[config.mk]
export PLATFORM = sky130hd
export DESIGN_NAME = t2cr_timer
export DESIGN_NICKNAME = d
export VERILOG_FILES = /design/src/t2cr_pkg.sv /design/src/t2cr_timer.sv
export SDC_FILE = /design/constraint.sdc
export NUM_CORES = 1
export LEC_CHECK = 0
export ABC_AREA = 0
export ABC_CLOCK_PERIOD_IN_PS = 2450
export BUFFER_PORTS_ARGS = -buffer_cell sky130_fd_sc_hd__buf_4
export CORE_MARGIN = 2
export CORE_UTILIZATION = 54
export DETAILED_ROUTE_END_ITERATION = 10
export GPL_TIMING_DRIVEN = 1
export PLACE_DENSITY = 0.88
export SLEW_MARGIN = 40
export SYNTH_ARGS = -nofsm -noshare
export SYNTH_HDL_FRONTEND = slang
export SYNTH_SLANG_ARGS = --single-unit
[constraint.sdc]
create_clock -name i_clk -period 2.45 [get_ports i_clk]
set_clock_uncertainty 0.05 [all_clocks]
set_input_delay 0.49 -clock i_clk [delete_from_list [all_inputs] [get_ports i_clk]]
set_output_delay 0.49 -clock i_clk [all_outputs]
set_load 0.01 [all_outputs]
[src/t2cr_pkg.sv]
/*
 * Shared constants and types for the 16-bit timer/counter with reload and capture.
 * Assumes a 32-bit Avalon-MM slave whose address port carries the word index.
 */
package t2cr_pkg;

   // ****************************************************************
   // register word indices (byte address is four times the index)
   // ****************************************************************
   localparam logic [7:0] T2CR_IDX_STATUS = 8'hC6;
   localparam logic [7:0] T2CR_IDX_MASK = 8'hC7;
   localparam logic [7:0] T2CR_IDX_CTRL = 8'hC8;
   localparam logic [7:0] T2CR_IDX_RC_LOW = 8'hCA;
   localparam logic [7:0] T2CR_IDX_RC_HIGH = 8'hCB;
   localparam logic [7:0] T2CR_IDX_CNT_LOW = 8'hCC;
   localparam logic [7:0] T2CR_IDX_CNT_HIGH = 8'hCD;

   // ****************************************************************
   // field positions
   // ****************************************************************
   localparam int T2CR_CTRL_CAP_SEL_BIT = 0;
   localparam int T2CR_CTRL_CNT_SRC_BIT = 1;
   localparam int T2CR_CTRL_RUN_BIT = 2;
   localparam int T2CR_CTRL_TRIG_EN_BIT = 3;
   localparam int T2CR_CTRL_TX_SEL_BIT = 4;
   localparam int T2CR_CTRL_RX_SEL_BIT = 5;
   localparam int T2CR_FLAG_OVF_BIT = 0;
   localparam int T2CR_FLAG_TRIG_BIT = 1;

   // ****************************************************************
   // reset values and timing
   // ****************************************************************
   localparam logic [7:0] T2CR_RST_BYTE = 8'h00;
   localparam logic [15:0] T2CR_RST_COUNT = 16'h0000;
   localparam logic [15:0] T2CR_COUNT_MAX = 16'hFFFF;
   localparam logic [1:0] T2CR_RST_FLAGS = 2'h0;
   localparam logic [5:0] T2CR_RST_CTRL = 6'h00;
   localparam int T2CR_PRESC_DIV = 2;
   localparam logic [0:0] T2CR_PRESC_LAST = 1'(T2CR_PRESC_DIV - 1);
   localparam logic [1:0] T2CR_UART_MODE1 = 2'h1;
   localparam logic [1:0] T2CR_UART_MODE3 = 2'h3;

   // ****************************************************************
   // carriers
   // ****************************************************************
   typedef struct packed {
      logic rx_sel;
      logic tx_sel;
      logic trig_en;
      logic run;
      logic cnt_src;
      logic cap_sel;
   } t2cr_ctrl_s;

   typedef struct packed {
      logic trig;
      logic ovf;
   } t2cr_flags_s;

endpackage

[src/t2cr_timer.sv]
/*
 * 16-bit up timer/counter with reload/capture register, sticky flags,
 * interrupt and serial baud ticks, behind an Avalon-MM slave.
 * Assumes pins synchronous to i_clk and an Avalon master that holds
 * each request until it sees waitrequest low.
 */
`timescale 1ns/10ps
// Overview of operation
// - count source 0: counter increments every second system clock cycle
// - count source 1: counter increments on each falling edge of count pin
// - reload mode: counter loads from reload/capture register on overflow
// - reload mode with trigger enabled, no serial clock selected: trigger pin falling edge reloads counter
// - capture mode with trigger enabled, no serial clock selected: trigger falling edge captures counter
// - serial clock selection ignores capture select and forces reload on overflow
// - reload/capture value held as low and high bytes, reset zero
// - running counter readable and writable as low and high bytes, reset zero
// - overflow flag set on overflow unless serving as baud clock
// - trigger flag set on trigger-caused capture or reload
// - selected serial clock gets counter overflow in serial modes one and three
module t2cr_timer
   import t2cr_pkg::*;
(
   input wire logic i_clk,
   input wire logic i_rst_n,
   input wire logic i_ce,
   input wire logic [7:0] i_address,
   input wire logic i_read,
   input wire logic i_write,
   input wire logic [31:0] i_writedata,
   input wire logic [3:0] i_byteenable,
   output logic [31:0] o_readdata,
   output logic o_waitrequest,
   input wire logic i_ext_count_pin,
   input wire logic i_ext_trigger_pin,
   input wire logic [1:0] i_uart_mode,
   output logic o_rx_baud_tick,
   output logic o_tx_baud_tick,
   output logic o_irq
);

   // ****************************************************************
   // state
   // ****************************************************************
   t2cr_ctrl_s ctrl_reg;
   t2cr_ctrl_s ctrl_next;
   t2cr_flags_s flags_reg;
   t2cr_flags_s flags_next;
   t2cr_flags_s mask_reg;
   t2cr_flags_s mask_next;
   logic [15:0] cnt_reg;
   logic [15:0] cnt_next;
   logic [15:0] rc_reg;
   logic [15:0] rc_next;
   logic [0:0] presc_reg;
   logic [0:0] presc_next;
   logic count_pin_reg;
   logic trig_pin_reg;
   logic rd_valid_reg;
   logic [31:0] rdata_reg;
   logic rx_tick_reg;
   logic tx_tick_reg;

   // ****************************************************************
   // bus decode
   // ****************************************************************
   // only byte lane 0 carries data; other lanes are ignored on write
   wire wr_lane0 = i_ce & i_write & i_byteenable[0];
   wire wr_status = wr_lane0 & (i_address == T2CR_IDX_STATUS);
   wire wr_mask = wr_lane0 & (i_address == T2CR_IDX_MASK);
   wire wr_ctrl = wr_lane0 & (i_address == T2CR_IDX_CTRL);
   wire wr_rc_low = wr_lane0 & (i_address == T2CR_IDX_RC_LOW);
   wire wr_rc_high = wr_lane0 & (i_address == T2CR_IDX_RC_HIGH);
   wire wr_cnt_low = wr_lane0 & (i_address == T2CR_IDX_CNT_LOW);
   wire wr_cnt_high = wr_lane0 & (i_address == T2CR_IDX_CNT_HIGH);
   wire cnt_wr = wr_cnt_low | wr_cnt_high;
   wire rc_wr = wr_rc_low | wr_rc_high;
   wire [7:0] wbyte = i_writedata[7:0];

   // read mux; unmapped indices read as zero
   wire [7:0] rd_byte =
      (i_address == T2CR_IDX_STATUS) ? {6'h00, flags_reg} :
      (i_address == T2CR_IDX_MASK) ? {6'h00, mask_reg} :
      (i_address == T2CR_IDX_CTRL) ? {2'h0, ctrl_reg} :
      (i_address == T2CR_IDX_RC_LOW) ? rc_reg[7:0] :
      (i_address == T2CR_IDX_RC_HIGH) ? rc_reg[15:8] :
      (i_address == T2CR_IDX_CNT_LOW) ? cnt_reg[7:0] :
      (i_address == T2CR_IDX_CNT_HIGH) ? cnt_reg[15:8] : 8'h00;

   // reads take one wait cycle so read data comes from a flop
   assign o_waitrequest = ~i_ce | (i_read & ~rd_valid_reg);
   assign o_readdata = rdata_reg;

   // ****************************************************************
   // count events
   // ****************************************************************
   // pins are synchronous, so one delay flop is enough for edge detection
   wire count_fall = count_pin_reg & ~i_ext_count_pin;
   wire trig_fall = trig_pin_reg & ~i_ext_trigger_pin;
   wire presc_hit = (presc_reg == T2CR_PRESC_LAST);
   // timer mode: one increment per two clocks; counter mode: pin edge
   wire tick = ctrl_reg.run & (ctrl_reg.cnt_src ? count_fall : presc_hit);
   wire ovf_evt = tick & (cnt_reg == T2CR_COUNT_MAX);
   wire baud_mode = ctrl_reg.rx_sel | ctrl_reg.tx_sel;
   wire reload_on_ovf = ~ctrl_reg.cap_sel | baud_mode;
   // the trigger pin only acts while no serial clock selection is made
   wire trig_evt = trig_fall & ctrl_reg.trig_en & ~baud_mode;
   wire trig_reload = trig_evt & ~ctrl_reg.cap_sel;
   wire trig_capture = trig_evt & ctrl_reg.cap_sel;
   wire uart_mode13 = (i_uart_mode == T2CR_UART_MODE1) | (i_uart_mode == T2CR_UART_MODE3);
   wire [15:0] cnt_inc = 16'(cnt_reg + 16'h0001);

   // ****************************************************************
   // next-state logic
   // ****************************************************************
   // prescaler free-runs only while timing and keeps its phase when stopped, so the first tick is one or two clocks out
   always_comb begin
      presc_next = presc_reg;
      if (ctrl_reg.run & ~ctrl_reg.cnt_src) begin
         presc_next = presc_hit ? 1'b0 : 1'(presc_reg + 1'b1);
      end
   end

   // counter: software write beats count and reload in the same cycle
   always_comb begin
      cnt_next = cnt_reg;
      if (tick) begin
         cnt_next = (ovf_evt & reload_on_ovf) ? rc_reg : cnt_inc;
      end
      if (trig_reload) begin
         cnt_next = rc_reg;
      end
      if (wr_cnt_low) begin
         cnt_next[7:0] = wbyte;
      end
      if (wr_cnt_high) begin
         cnt_next[15:8] = wbyte;
      end
   end

   // reload/capture register: capture takes both bytes in one cycle
   always_comb begin
      rc_next = rc_reg;
      if (trig_capture) begin
         rc_next = cnt_reg;
      end
      if (wr_rc_low) begin
         rc_next[7:0] = wbyte;
      end
      if (wr_rc_high) begin
         rc_next[15:8] = wbyte;
      end
   end

   // sticky flags: a hardware set wins over a write-one clear
   always_comb begin
      flags_next = flags_reg;
      if (wr_status) begin
         flags_next = flags_reg & ~t2cr_flags_s'(wbyte[1:0]);
      end
      if (ovf_evt & ~baud_mode) begin
         flags_next.ovf = 1'b1;
      end
      if (trig_evt) begin
         flags_next.trig = 1'b1;
      end
   end

   assign ctrl_next = wr_ctrl ? t2cr_ctrl_s'(wbyte[5:0]) : ctrl_reg;
   assign mask_next = wr_mask ? t2cr_flags_s'(wbyte[1:0]) : mask_reg;

   // ****************************************************************
   // registers
   // ****************************************************************
   // timer state, frozen while the clock enable is low
   always_ff @(posedge i_clk or negedge i_rst_n) begin
      if (!i_rst_n) begin
         cnt_reg <= T2CR_RST_COUNT;
         rc_reg <= T2CR_RST_COUNT;
         presc_reg <= 1'b0;
         count_pin_reg <= 1'b0;
         trig_pin_reg <= 1'b0;
      end else if (i_ce) begin
         cnt_reg <= cnt_next;
         rc_reg <= rc_next;
         presc_reg <= presc_next;
         count_pin_reg <= i_ext_count_pin;
         trig_pin_reg <= i_ext_trigger_pin;
      end
   end

   // control, flags and mask
   always_ff @(posedge i_clk or negedge i_rst_n) begin
      if (!i_rst_n) begin
         ctrl_reg <= T2CR_RST_CTRL;
         flags_reg <= T2CR_RST_FLAGS;
         mask_reg <= T2CR_RST_FLAGS;
      end else if (i_ce) begin
         ctrl_reg <= ctrl_next;
         flags_reg <= flags_next;
         mask_reg <= mask_next;
      end
   end

   // read path and baud ticks
   always_ff @(posedge i_clk or negedge i_rst_n) begin
      if (!i_rst_n) begin
         rd_valid_reg <= 1'b0;
         rdata_reg <= 32'h00000000;
         rx_tick_reg <= 1'b0;
         tx_tick_reg <= 1'b0;
      end else if (i_ce) begin
         rd_valid_reg <= i_read & ~rd_valid_reg;
         rdata_reg <= (i_read & ~rd_valid_reg) ? {24'h000000, rd_byte} : rdata_reg;
         rx_tick_reg <= ovf_evt & ctrl_reg.rx_sel & uart_mode13;
         tx_tick_reg <= ovf_evt & ctrl_reg.tx_sel & uart_mode13;
      end
   end

   assign o_rx_baud_tick = rx_tick_reg;
   assign o_tx_baud_tick = tx_tick_reg;
   // level interrupt from registered flags and mask
   assign o_irq = |(flags_reg & mask_reg);

   // ****************************************************************
   // assertions
   // ****************************************************************
   property p_timer_step;
      @(posedge i_clk) disable iff (!i_rst_n)
      (i_ce && ctrl_reg.run && !ctrl_reg.cnt_src && !cnt_wr && !trig_reload
         && presc_reg == 1'b0 && !wr_ctrl)
      ##1 (i_ce && !cnt_wr && !trig_reload && !ovf_evt && !wr_ctrl)
      |=> cnt_reg == 16'($past(cnt_reg, 2) + 16'h0001);
   endproperty
   a_timer_step: assert property (p_timer_step) else $error("timer step missed");

   property p_counter_edge;
      @(posedge i_clk) disable iff (!i_rst_n)
      (i_ce && ctrl_reg.run && ctrl_reg.cnt_src && !cnt_wr && !trig_reload && !ovf_evt)
      |=> cnt_reg == ($past(count_fall) ? 16'($past(cnt_reg) + 16'h0001) : $past(cnt_reg));
   endproperty
   a_counter_edge: assert property (p_counter_edge) else $error("edge count wrong");

   property p_ovf_reload;
      @(posedge i_clk) disable iff (!i_rst_n)
      (i_ce && ovf_evt && (!ctrl_reg.cap_sel || baud_mode) && !cnt_wr)
      |=> cnt_reg == $past(rc_reg);
   endproperty
   a_ovf_reload: assert property (p_ovf_reload) else $error("no overflow reload");

   property p_trig_reload;
      @(posedge i_clk) disable iff (!i_rst_n)
      (i_ce && trig_fall && ctrl_reg.trig_en && !ctrl_reg.cap_sel && !baud_mode && !cnt_wr)
      |=> cnt_reg == $past(rc_reg);
   endproperty
   a_trig_reload: assert property (p_trig_reload) else $error("no trigger reload");

   property p_capture;
      @(posedge i_clk) disable iff (!i_rst_n)
      (i_ce && trig_fall && ctrl_reg.trig_en && ctrl_reg.cap_sel && !baud_mode && !rc_wr)
      |=> rc_reg == $past(cnt_reg) && flags_reg.trig;
   endproperty
   a_capture: assert property (p_capture) else $error("capture missed counter value");

   property p_ovf_flag;
      @(posedge i_clk) disable iff (!i_rst_n)
      (i_ce && ovf_evt && !baud_mode) |=> flags_reg.ovf;
   endproperty
   a_ovf_flag: assert property (p_ovf_flag) else $error("overflow flag not set");

   property p_tx_tick;
      @(posedge i_clk) disable iff (!i_rst_n)
      (i_ce && ovf_evt && ctrl_reg.tx_sel && uart_mode13) |=> o_tx_baud_tick ##1 !o_tx_baud_tick;
   endproperty
   a_tx_tick: assert property (p_tx_tick) else $error("transmit baud tick missing");

   property p_read_answer;
      @(posedge i_clk) disable iff (!i_rst_n)
      (i_ce && i_read && o_waitrequest) ##1 (i_ce && i_read) |-> !o_waitrequest;
   endproperty
   a_read_answer: assert property (p_read_answer) else $error("read wait too long");

   property p_rx_tick;
      @(posedge i_clk) disable iff (!i_rst_n)
      (i_ce && ovf_evt && ctrl_reg.rx_sel && uart_mode13) |=> o_rx_baud_tick;
   endproperty
   a_rx_tick: assert property (p_rx_tick) else $error("receive baud tick missing");

   property p_trig_flag;
      @(posedge i_clk) disable iff (!i_rst_n)
      (i_ce && trig_fall && ctrl_reg.trig_en && !baud_mode) |=> flags_reg.trig;
   endproperty
   a_trig_flag: assert property (p_trig_flag) else $error("trigger flag not set");

   // a baud clock overflow must leave a clear overflow flag clear
   property p_baud_flag;
      @(posedge i_clk) disable iff (!i_rst_n)
      (i_ce && ovf_evt && baud_mode && !flags_reg.ovf && !wr_status) |=> !flags_reg.ovf;
   endproperty
   a_baud_flag: assert property (p_baud_flag) else $error("flag set in baud mode");

   property p_cap_keep;
      @(posedge i_clk) disable iff (!i_rst_n)
      (i_ce && trig_fall && ctrl_reg.trig_en && ctrl_reg.cap_sel && !baud_mode && !cnt_wr
         && !tick) |=> cnt_reg == $past(cnt_reg);
   endproperty
   a_cap_keep: assert property (p_cap_keep) else $error("capture moved counter");

endmodule // t2cr_timer

==> impl_results.md, run 1 <==
- Run status: finished clean
- Power Density: 425 nW/um^2
- # clock sinks: 56
- GRT overflow: 0
- Max transition margin: 52.7%
- Asr flop ratio synth: 100%
- Top FF cell, synth: dfrtp_1
- Final Hold Fails: 0
- Vias: 3167
- Post-synthesis cell count: 400
- Die Y-Extent: 86.8 um
- Synth top cells by count: dfrtp_1 (56), mux2i_1 (30), nand2_1 (30)
- RSZ-0062 raised after global routing: no
- Num CTS Buffers: 5
- Fmax: 0.445 GHz
- # port buffers: 36
- Register area share after synthesis: 37.9%
- Synth Cell Area: 3700 um^2
- Synthesized flop and latch total: 56
- First-pass GRT wire length: 15200 um
- Fin Hold WS: 0.172 ns
- Max cap viols: 0
- CTS Buffer Depth: 2
- Top-area cell type share of the netlist area: 37.9%
- Total GRT Usage: 25.6%
- Per-cell routed wire length: 18.1 um
- H-tree depth: 2
- Largest net degree at the start of global routing: 57
- Iteration-0 DRC count of the detailed router: 268
- Final HPWL DP: 6830 um
- Fraction of layout instances using a drive strength above 1: 20.0%
- Vias in the first global route: 3072
- Min-delay worst type: in -> async
- Reg2reg end: cnt_reg[6]
- Top-count cell post-synth: dfrtp_1
- Finished Layout Cells: 509
- Slew @ Worst Pin: 0.710 ns
- Fin crit share: 91.7%
- Worst setup SP type: flop
- Synth area leaders: dfrtp_1 (38%), mux2i_1 (8.1%), buf_4 (5.3%), mux2_2 (3.7%), a21oi_1 (3.5%)
- Core ar.: 6720 um^2
- Worst Path Required: 2.60 ns
- Period minus WS final: 2.25 ns
- Seq. cell area: 1400 um^2
- Syn_area_per_cell: 9.25 um^2
- Initial antenna violation count: 0
- Final setup vio count: 0
- P&R area growth vs syn: 8.52%
- Fin Setup TNS: 0 ns
- Post-cts hold buffer count: 0
- # DRC: 0
- Effective utilization at floorplan: 55.1%
- Rows: 30
- Multi-input logic area: 2000 um^2
- Die width: 86.8 um
- Power consumption: 1.71 mW
- Clock latency on the worst-skew pair: 0.31 ns
- Kind of critical path: reg -> reg
- Antenna-violating nets left: 0
- Drt pass-1 iters: 5
- Placed Instances: 501
- CP Capture Type: flop
- Synth warn: 0
- Crit Path Max Fanout: 7
- Max-slew violation count: 0
- LEAKAGE: 1.88 nW
- Worst EP arrival: 2.40 ns
- Crit Reg-Reg Startpoint: cnt_reg[0]
- Worst vdd ir: 0.000308 V
- CTS tree: built
- Yosys cell types: 58
- Clk slew on worst S/H paths: 0.11 ns
- Worst reg-to-reg path cell count: 7
- DRT Wirelength: 9240 um
- Synth area leader: dfrtp_1
- Via/cell ratio: 6.22
- Die Area: 7530 um^2
- Top Ports: 89
- Core Util, Final: 59.8%
- Root Driver: clkbuf_8
- Fill count: 618
- N_diodes: 0
- Post-synth EDFFs: 0
- NumNets Final: 482
- Routability congestion estimate: 0.931
- R2r setup slk: 0.20 ns
critical path: stages, from the launching register on:
cell,delay (ns)
dfrtp_1,0.44
ha_2,0.25
nand4_2,0.21
a2111oi_2,0.37
a21o_1,0.26
buf_4,0.22
mux2i_1,0.24
o211ai_1,0.10
repair_timing:
action / CTS / global route
buffers inserted: 0 / 0
resized for setup: 0 / 1
endpoints found under the setup margin: 0 / 3
per-stage QoR:
step / cell area (um^2) / setup slack, ns
2_1_floorplan: 3790 / 0.448
3_3_place_gp: 3920 / 0.211
3_5_place_dp: 3920 / 0.181
4_1_cts: 4010 / 0.180
5_1_grt: 4020 / 0.0356
6_report: 4020 / 0.204
cells by family after synthesis:
| family | Yosys count | share of synthesized area [%] |
|---|---|---|
| flip-flops | 56 | 37.9 |
| XOR/XNOR | 12 | 2.84 |
| adder cells (fa/ha/maj) | 1 | 0.338 |
| AND/OR/NAND/NOR | 134 | 20.8 |
| other | 1 | 0.101 |
| AO/OA/AOI/OAI | 88 | 15.9 |
| buffers and inverters | 66 | 10.4 |
| multiplexers | 42 | 11.8 |
routing by layer:
| layer | vias to the layer above | share of wire (%) | global-route usage (%) |
|---|---|---|---|
| li1 | 1456 | - | - |
| met1 | 1546 | 42 | 34.5 |
| met2 | 146 | 49 | 42.3 |
| met3 | 19 | 6.9 | 4.00 |
| met4 | 0 | 2.0 | 8.52 |
| met5 | - | 0 | 0 |
worst max path at each step:
stage                 start           to  slack, ns
2_1_floorplan    cnt_reg[0]   cnt_reg[0]       0.45
3_3_place_gp   i_address[4]   cnt_reg[5]       0.21
3_5_place_dp   i_address[4]   cnt_reg[5]       0.18
4_1_cts          cnt_reg[0]   cnt_reg[6]       0.18
5_1_grt          cnt_reg[0]  cnt_reg[12]       0.04
6_report         cnt_reg[0]   cnt_reg[6]       0.20
placed cells by master, fill, tap and decap left out, types with 2 or more instances in the layout:
| cell type | synthesis | final |
|---|---|---|
| o21ai_1 | 7 | 7 |
| mux2i_1 | 30 | 30 |
| buf_4 | 26 | 48 |
| mux2_2 | 12 | 12 |
| a222oi_1 | 5 | 5 |
| nor4_1 | 5 | 5 |
| nand4b_1 | 2 | 2 |
| a21oi_1 | 26 | 26 |
| a221oi_1 | 2 | 2 |
| xor2_1 | 7 | 7 |
| o22ai_1 | 2 | 2 |
| nor4b_2 | 2 | 2 |
| nand2_1 | 30 | 30 |
| a221o_1 | 2 | 2 |
| nand3b_1 | 2 | 2 |
| nand4_2 | 2 | 2 |
| and3_1 | 12 | 12 |
| dfrtp_1 | 56 | 56 |
| nand4_1 | 3 | 3 |
| nor2_1 | 23 | 23 |
| o211ai_1 | 4 | 4 |
| o211ai_2 | 4 | 4 |
| or2_0 | 2 | 2 |
| o31ai_1 | 5 | 5 |
| or2_2 | 2 | 2 |
| nor2b_1 | 5 | 5 |
| and4_1 | 3 | 3 |
| a31oi_1 | 11 | 11 |
| a311oi_1 | 2 | 2 |
| nand3_1 | 17 | 17 |
| nor3_1 | 8 | 8 |
| inv_1 | 16 | 16 |
| clkbuf_8 | 0 | 5 |
| o21ai_0 | 11 | 11 |
| conb_1 | 1 | 24 |
| nand2b_1 | 7 | 7 |
| xnor2_1 | 5 | 5 |
power by group:
part	switching [mW]	leakage, nW	total, mW	internal [mW]
sequential	0.0304	0.761	0.985	0.955
combinational	0.120	1.08	0.203	0.0828
clock	0.314	0.0445	0.518	0.204
final cells by class:
| type | instances | area share (%) |
|---|---|---|
| clock inverters | 3 | 0.530 |
| inverters | 16 | 1.50 |
| flip-flops and latches | 56 | 34.9 |
| well taps | 80 | 2.49 |
| repair buffers | 48 | 8.97 |
| clock buffers | 5 | 1.71 |
| multi-input cells | 301 | 49.9 |
Power figures use the tool's default switching activity.
==> run 2, diff against run 1 <==
- PLACE_DENSITY: 0.88 -> 0.8
==> run 2 against run 1 <==
Sequential power is essentially flat. Highest routed layer unchanged. Total power grew 3.7%. First-iteration DRC count grew 33%. Worst hold slack lost 0.021 ns. Maximum frequency shrank 2.7%. Register-to-register slack lost 0.06 ns. Largest cell class unchanged. Sequential cell count is the same. Global-route usage shrank 0.62 points. Worst setup slack lost 0.062 ns. Clock power grew 13%.
==> impl_results.md, run 2 (synthesis gave the netlist of run 1 again) <==
- Run status: finished clean
- Routability congestion estimate: 0.933 (+0.24%)
- N_diodes: 0 (unchanged)
- Die Y-Extent: 86.8 um (unchanged)
- Final Hold Fails: 0 (unchanged)
- Vias: 3076 (-2.9%)
- Commonest non-fill, non-tap cells in the layout: dfrtp_1 (56), buf_4 (45), nand2_1 (30), mux2i_1 (30), a21oi_1 (26)
- CTS Buffer Depth: 2 (unchanged)
- Num CTS Buffers: 5 (unchanged)
- Max-slew violation count: 0 (unchanged)
- Slew @ Worst Pin: 0.796 ns (+0.0868 ns)
- Max cap viols: 0 (unchanged)
- Power Density: 440 nW/um^2 (+3.5%)
- P&R area growth vs syn: 8.72%
- Max incr delay on CP: 0.44 ns (about the same)
- Period minus WS final: 2.31 ns (+0.0617 ns)
- Crit-path leading delay family: compound AO/OA/AOI/OAI gates
- # port buffers: 36 (unchanged)
- Rows: 30 (unchanged)
- Top Ports: 89 (unchanged)
- # clock sinks: 56 (unchanged)
- First-pass GRT wire length: 14700 um (-3.4%)
- Pre-CTS setup slack: 0.136 ns (-0.0451 ns)
- Core Util, Final: 59.9% (+0.11 points)
- Fin Setup TNS: 0 ns (unchanged)
- Antenna-violating nets left: 0 (unchanged)
- Worst vdd ir: 0.000311 V (+1.1%)
- Min-delay worst type: in -> async
- Final HPWL DP: 6570 um (-3.7%)
- Fraction of layout instances using a drive strength above 1: 19.3% (-0.75 points)
- Fin crit share: 94.2% (+2.5 points)
- Clk slew on worst S/H paths: 0.09 ns (-0.02 ns)
- Seq. cell area: 1400 um^2 (unchanged)
- Resized cells post-CTS: 0 (unchanged)
- Die Area: 7530 um^2 (unchanged)
- Final setup vio count: 0 (unchanged)
- Core ar.: 6720 um^2 (unchanged)
- Crit-path cells: ha_1 -> nand4_2 -> a2111oi_2 -> a21o_1 -> buf_4 -> mux2i_1 -> o211ai_1
- Multi-input logic area: 2010 um^2 (about the same)
- Crit path buf inv count: 1 (unchanged)
- Worst EP arrival: 2.44 ns (+0.04 ns)
- Power consumption: 1.77 mW (+3.7%)
- LEAKAGE: 1.88 nW (about the same)
- Post-CTS Setup Bufs: 0 (unchanged)
- Drt pass-1 iters: 5 (unchanged)
- Clock latency on the worst-skew pair: 0.31 ns (about the same)
- Total GRT Usage: 25.0% (-0.62 points)
- RSZ-0062 raised after global routing: no
- Max transition margin: 46.9% (-5.8 points)
- Vias in the first global route: 2947 (-4.1%)
- Crit Path Max Fanout: 9 (+2)
- Effective utilization at floorplan: 55.1% (unchanged)
- PnR worst setup slack: 0.142 ns (-0.0617 ns)
- NumNets Final: 480 (-0.41%)
- CP Capture Type: flop
- Iteration-0 DRC count of the detailed router: 356 (+33%)
- Worst Path Required: 2.58 ns (-0.02 ns)
- Leading cell type in the layout, fill and taps excluded: dfrtp_1
- Via/cell ratio: 6.09 (-2.1%)
- Post-cts hold buffer count: 0 (unchanged)
- Die width: 86.8 um (unchanged)
- Largest net degree at the start of global routing: 57 (unchanged)
- Root Driver: clkbuf_8
- DRT Wirelength: 8860 um (-4.1%)
- GRT overflow: 0 (unchanged)
- Kind of critical path: reg -> reg
- Worst setup SP type: flop
- Critical Path Slowest Stage Cell: dfrtp_1
- # DRC: 0 (unchanged)
- Fill count: 597 (-3.4%)
- CTS tree: built
- Fmax: 0.433 GHz (-2.7%)
- Initial antenna violation count: 0 (unchanged)
- H-tree depth: 2 (unchanged)
- Per-cell routed wire length: 17.5 um (-3.4%)
[run 2: layout make-up]
type / instances / area share [%]
clock buffer: 5 / 1.71
sequential: 56 / 34.8
clock inverter: 1 / 0.746
tap: 80 / 2.49
inverter: 16 / 1.49
timing repair buffer: 46 / 8.89
multi-input combinational: 301 / 49.8
[run 2: per-layer routing]
metal | share of wire, % | routed length [um] | GRT usage [%]
met5 | 0 | 0 | 0
met4 | 2.9 | 261 | 10.2
met3 | 6.4 | 570 | 4.38
met2 | 48 | 4220 | 39.4
met1 | 43 | 3800 | 34.1
[run 2: through the flow]
step           area (um^2)  cells  hold slack [ns]
2_1_floorplan         3790    423            0.144
3_3_place_gp          3920    499            0.415
3_5_place_dp          3930    499            0.413
4_1_cts               4020    505            0.202
5_1_grt               4020    505            0.218
6_report              4020    505            0.151
[run 2: final timing paths]
| kind | slack (ns) | cells past startpoint | end | from |
|---|---|---|---|---|
| setup / recovery | 0.14 | 7 | cnt_reg[6] | cnt_reg[1] |
| hold / removal | 0.15 | 1 | rd_valid_reg | i_rst_n |
| setup reg to reg | 0.14 | 7 | cnt_reg[6] | cnt_reg[1] |
| hold reg to reg | 0.43 | 2 | o_readdata[2] | o_readdata[2] |
| max in group asynchronous | 1.70 | 1 | rc_reg[1] | i_rst_n |
| min in group i_clk | 0.37 | 2 | count_pin_reg | i_ext_count_pin |
[run 2: where the power goes]
group	internal (mW)	switching, mW	leakage, nW
clock network	0.294	0.290	0.0501
logic	0.0833	0.120	1.07
registers	0.954	0.0274	0.761
total	1.33	0.437	1.88
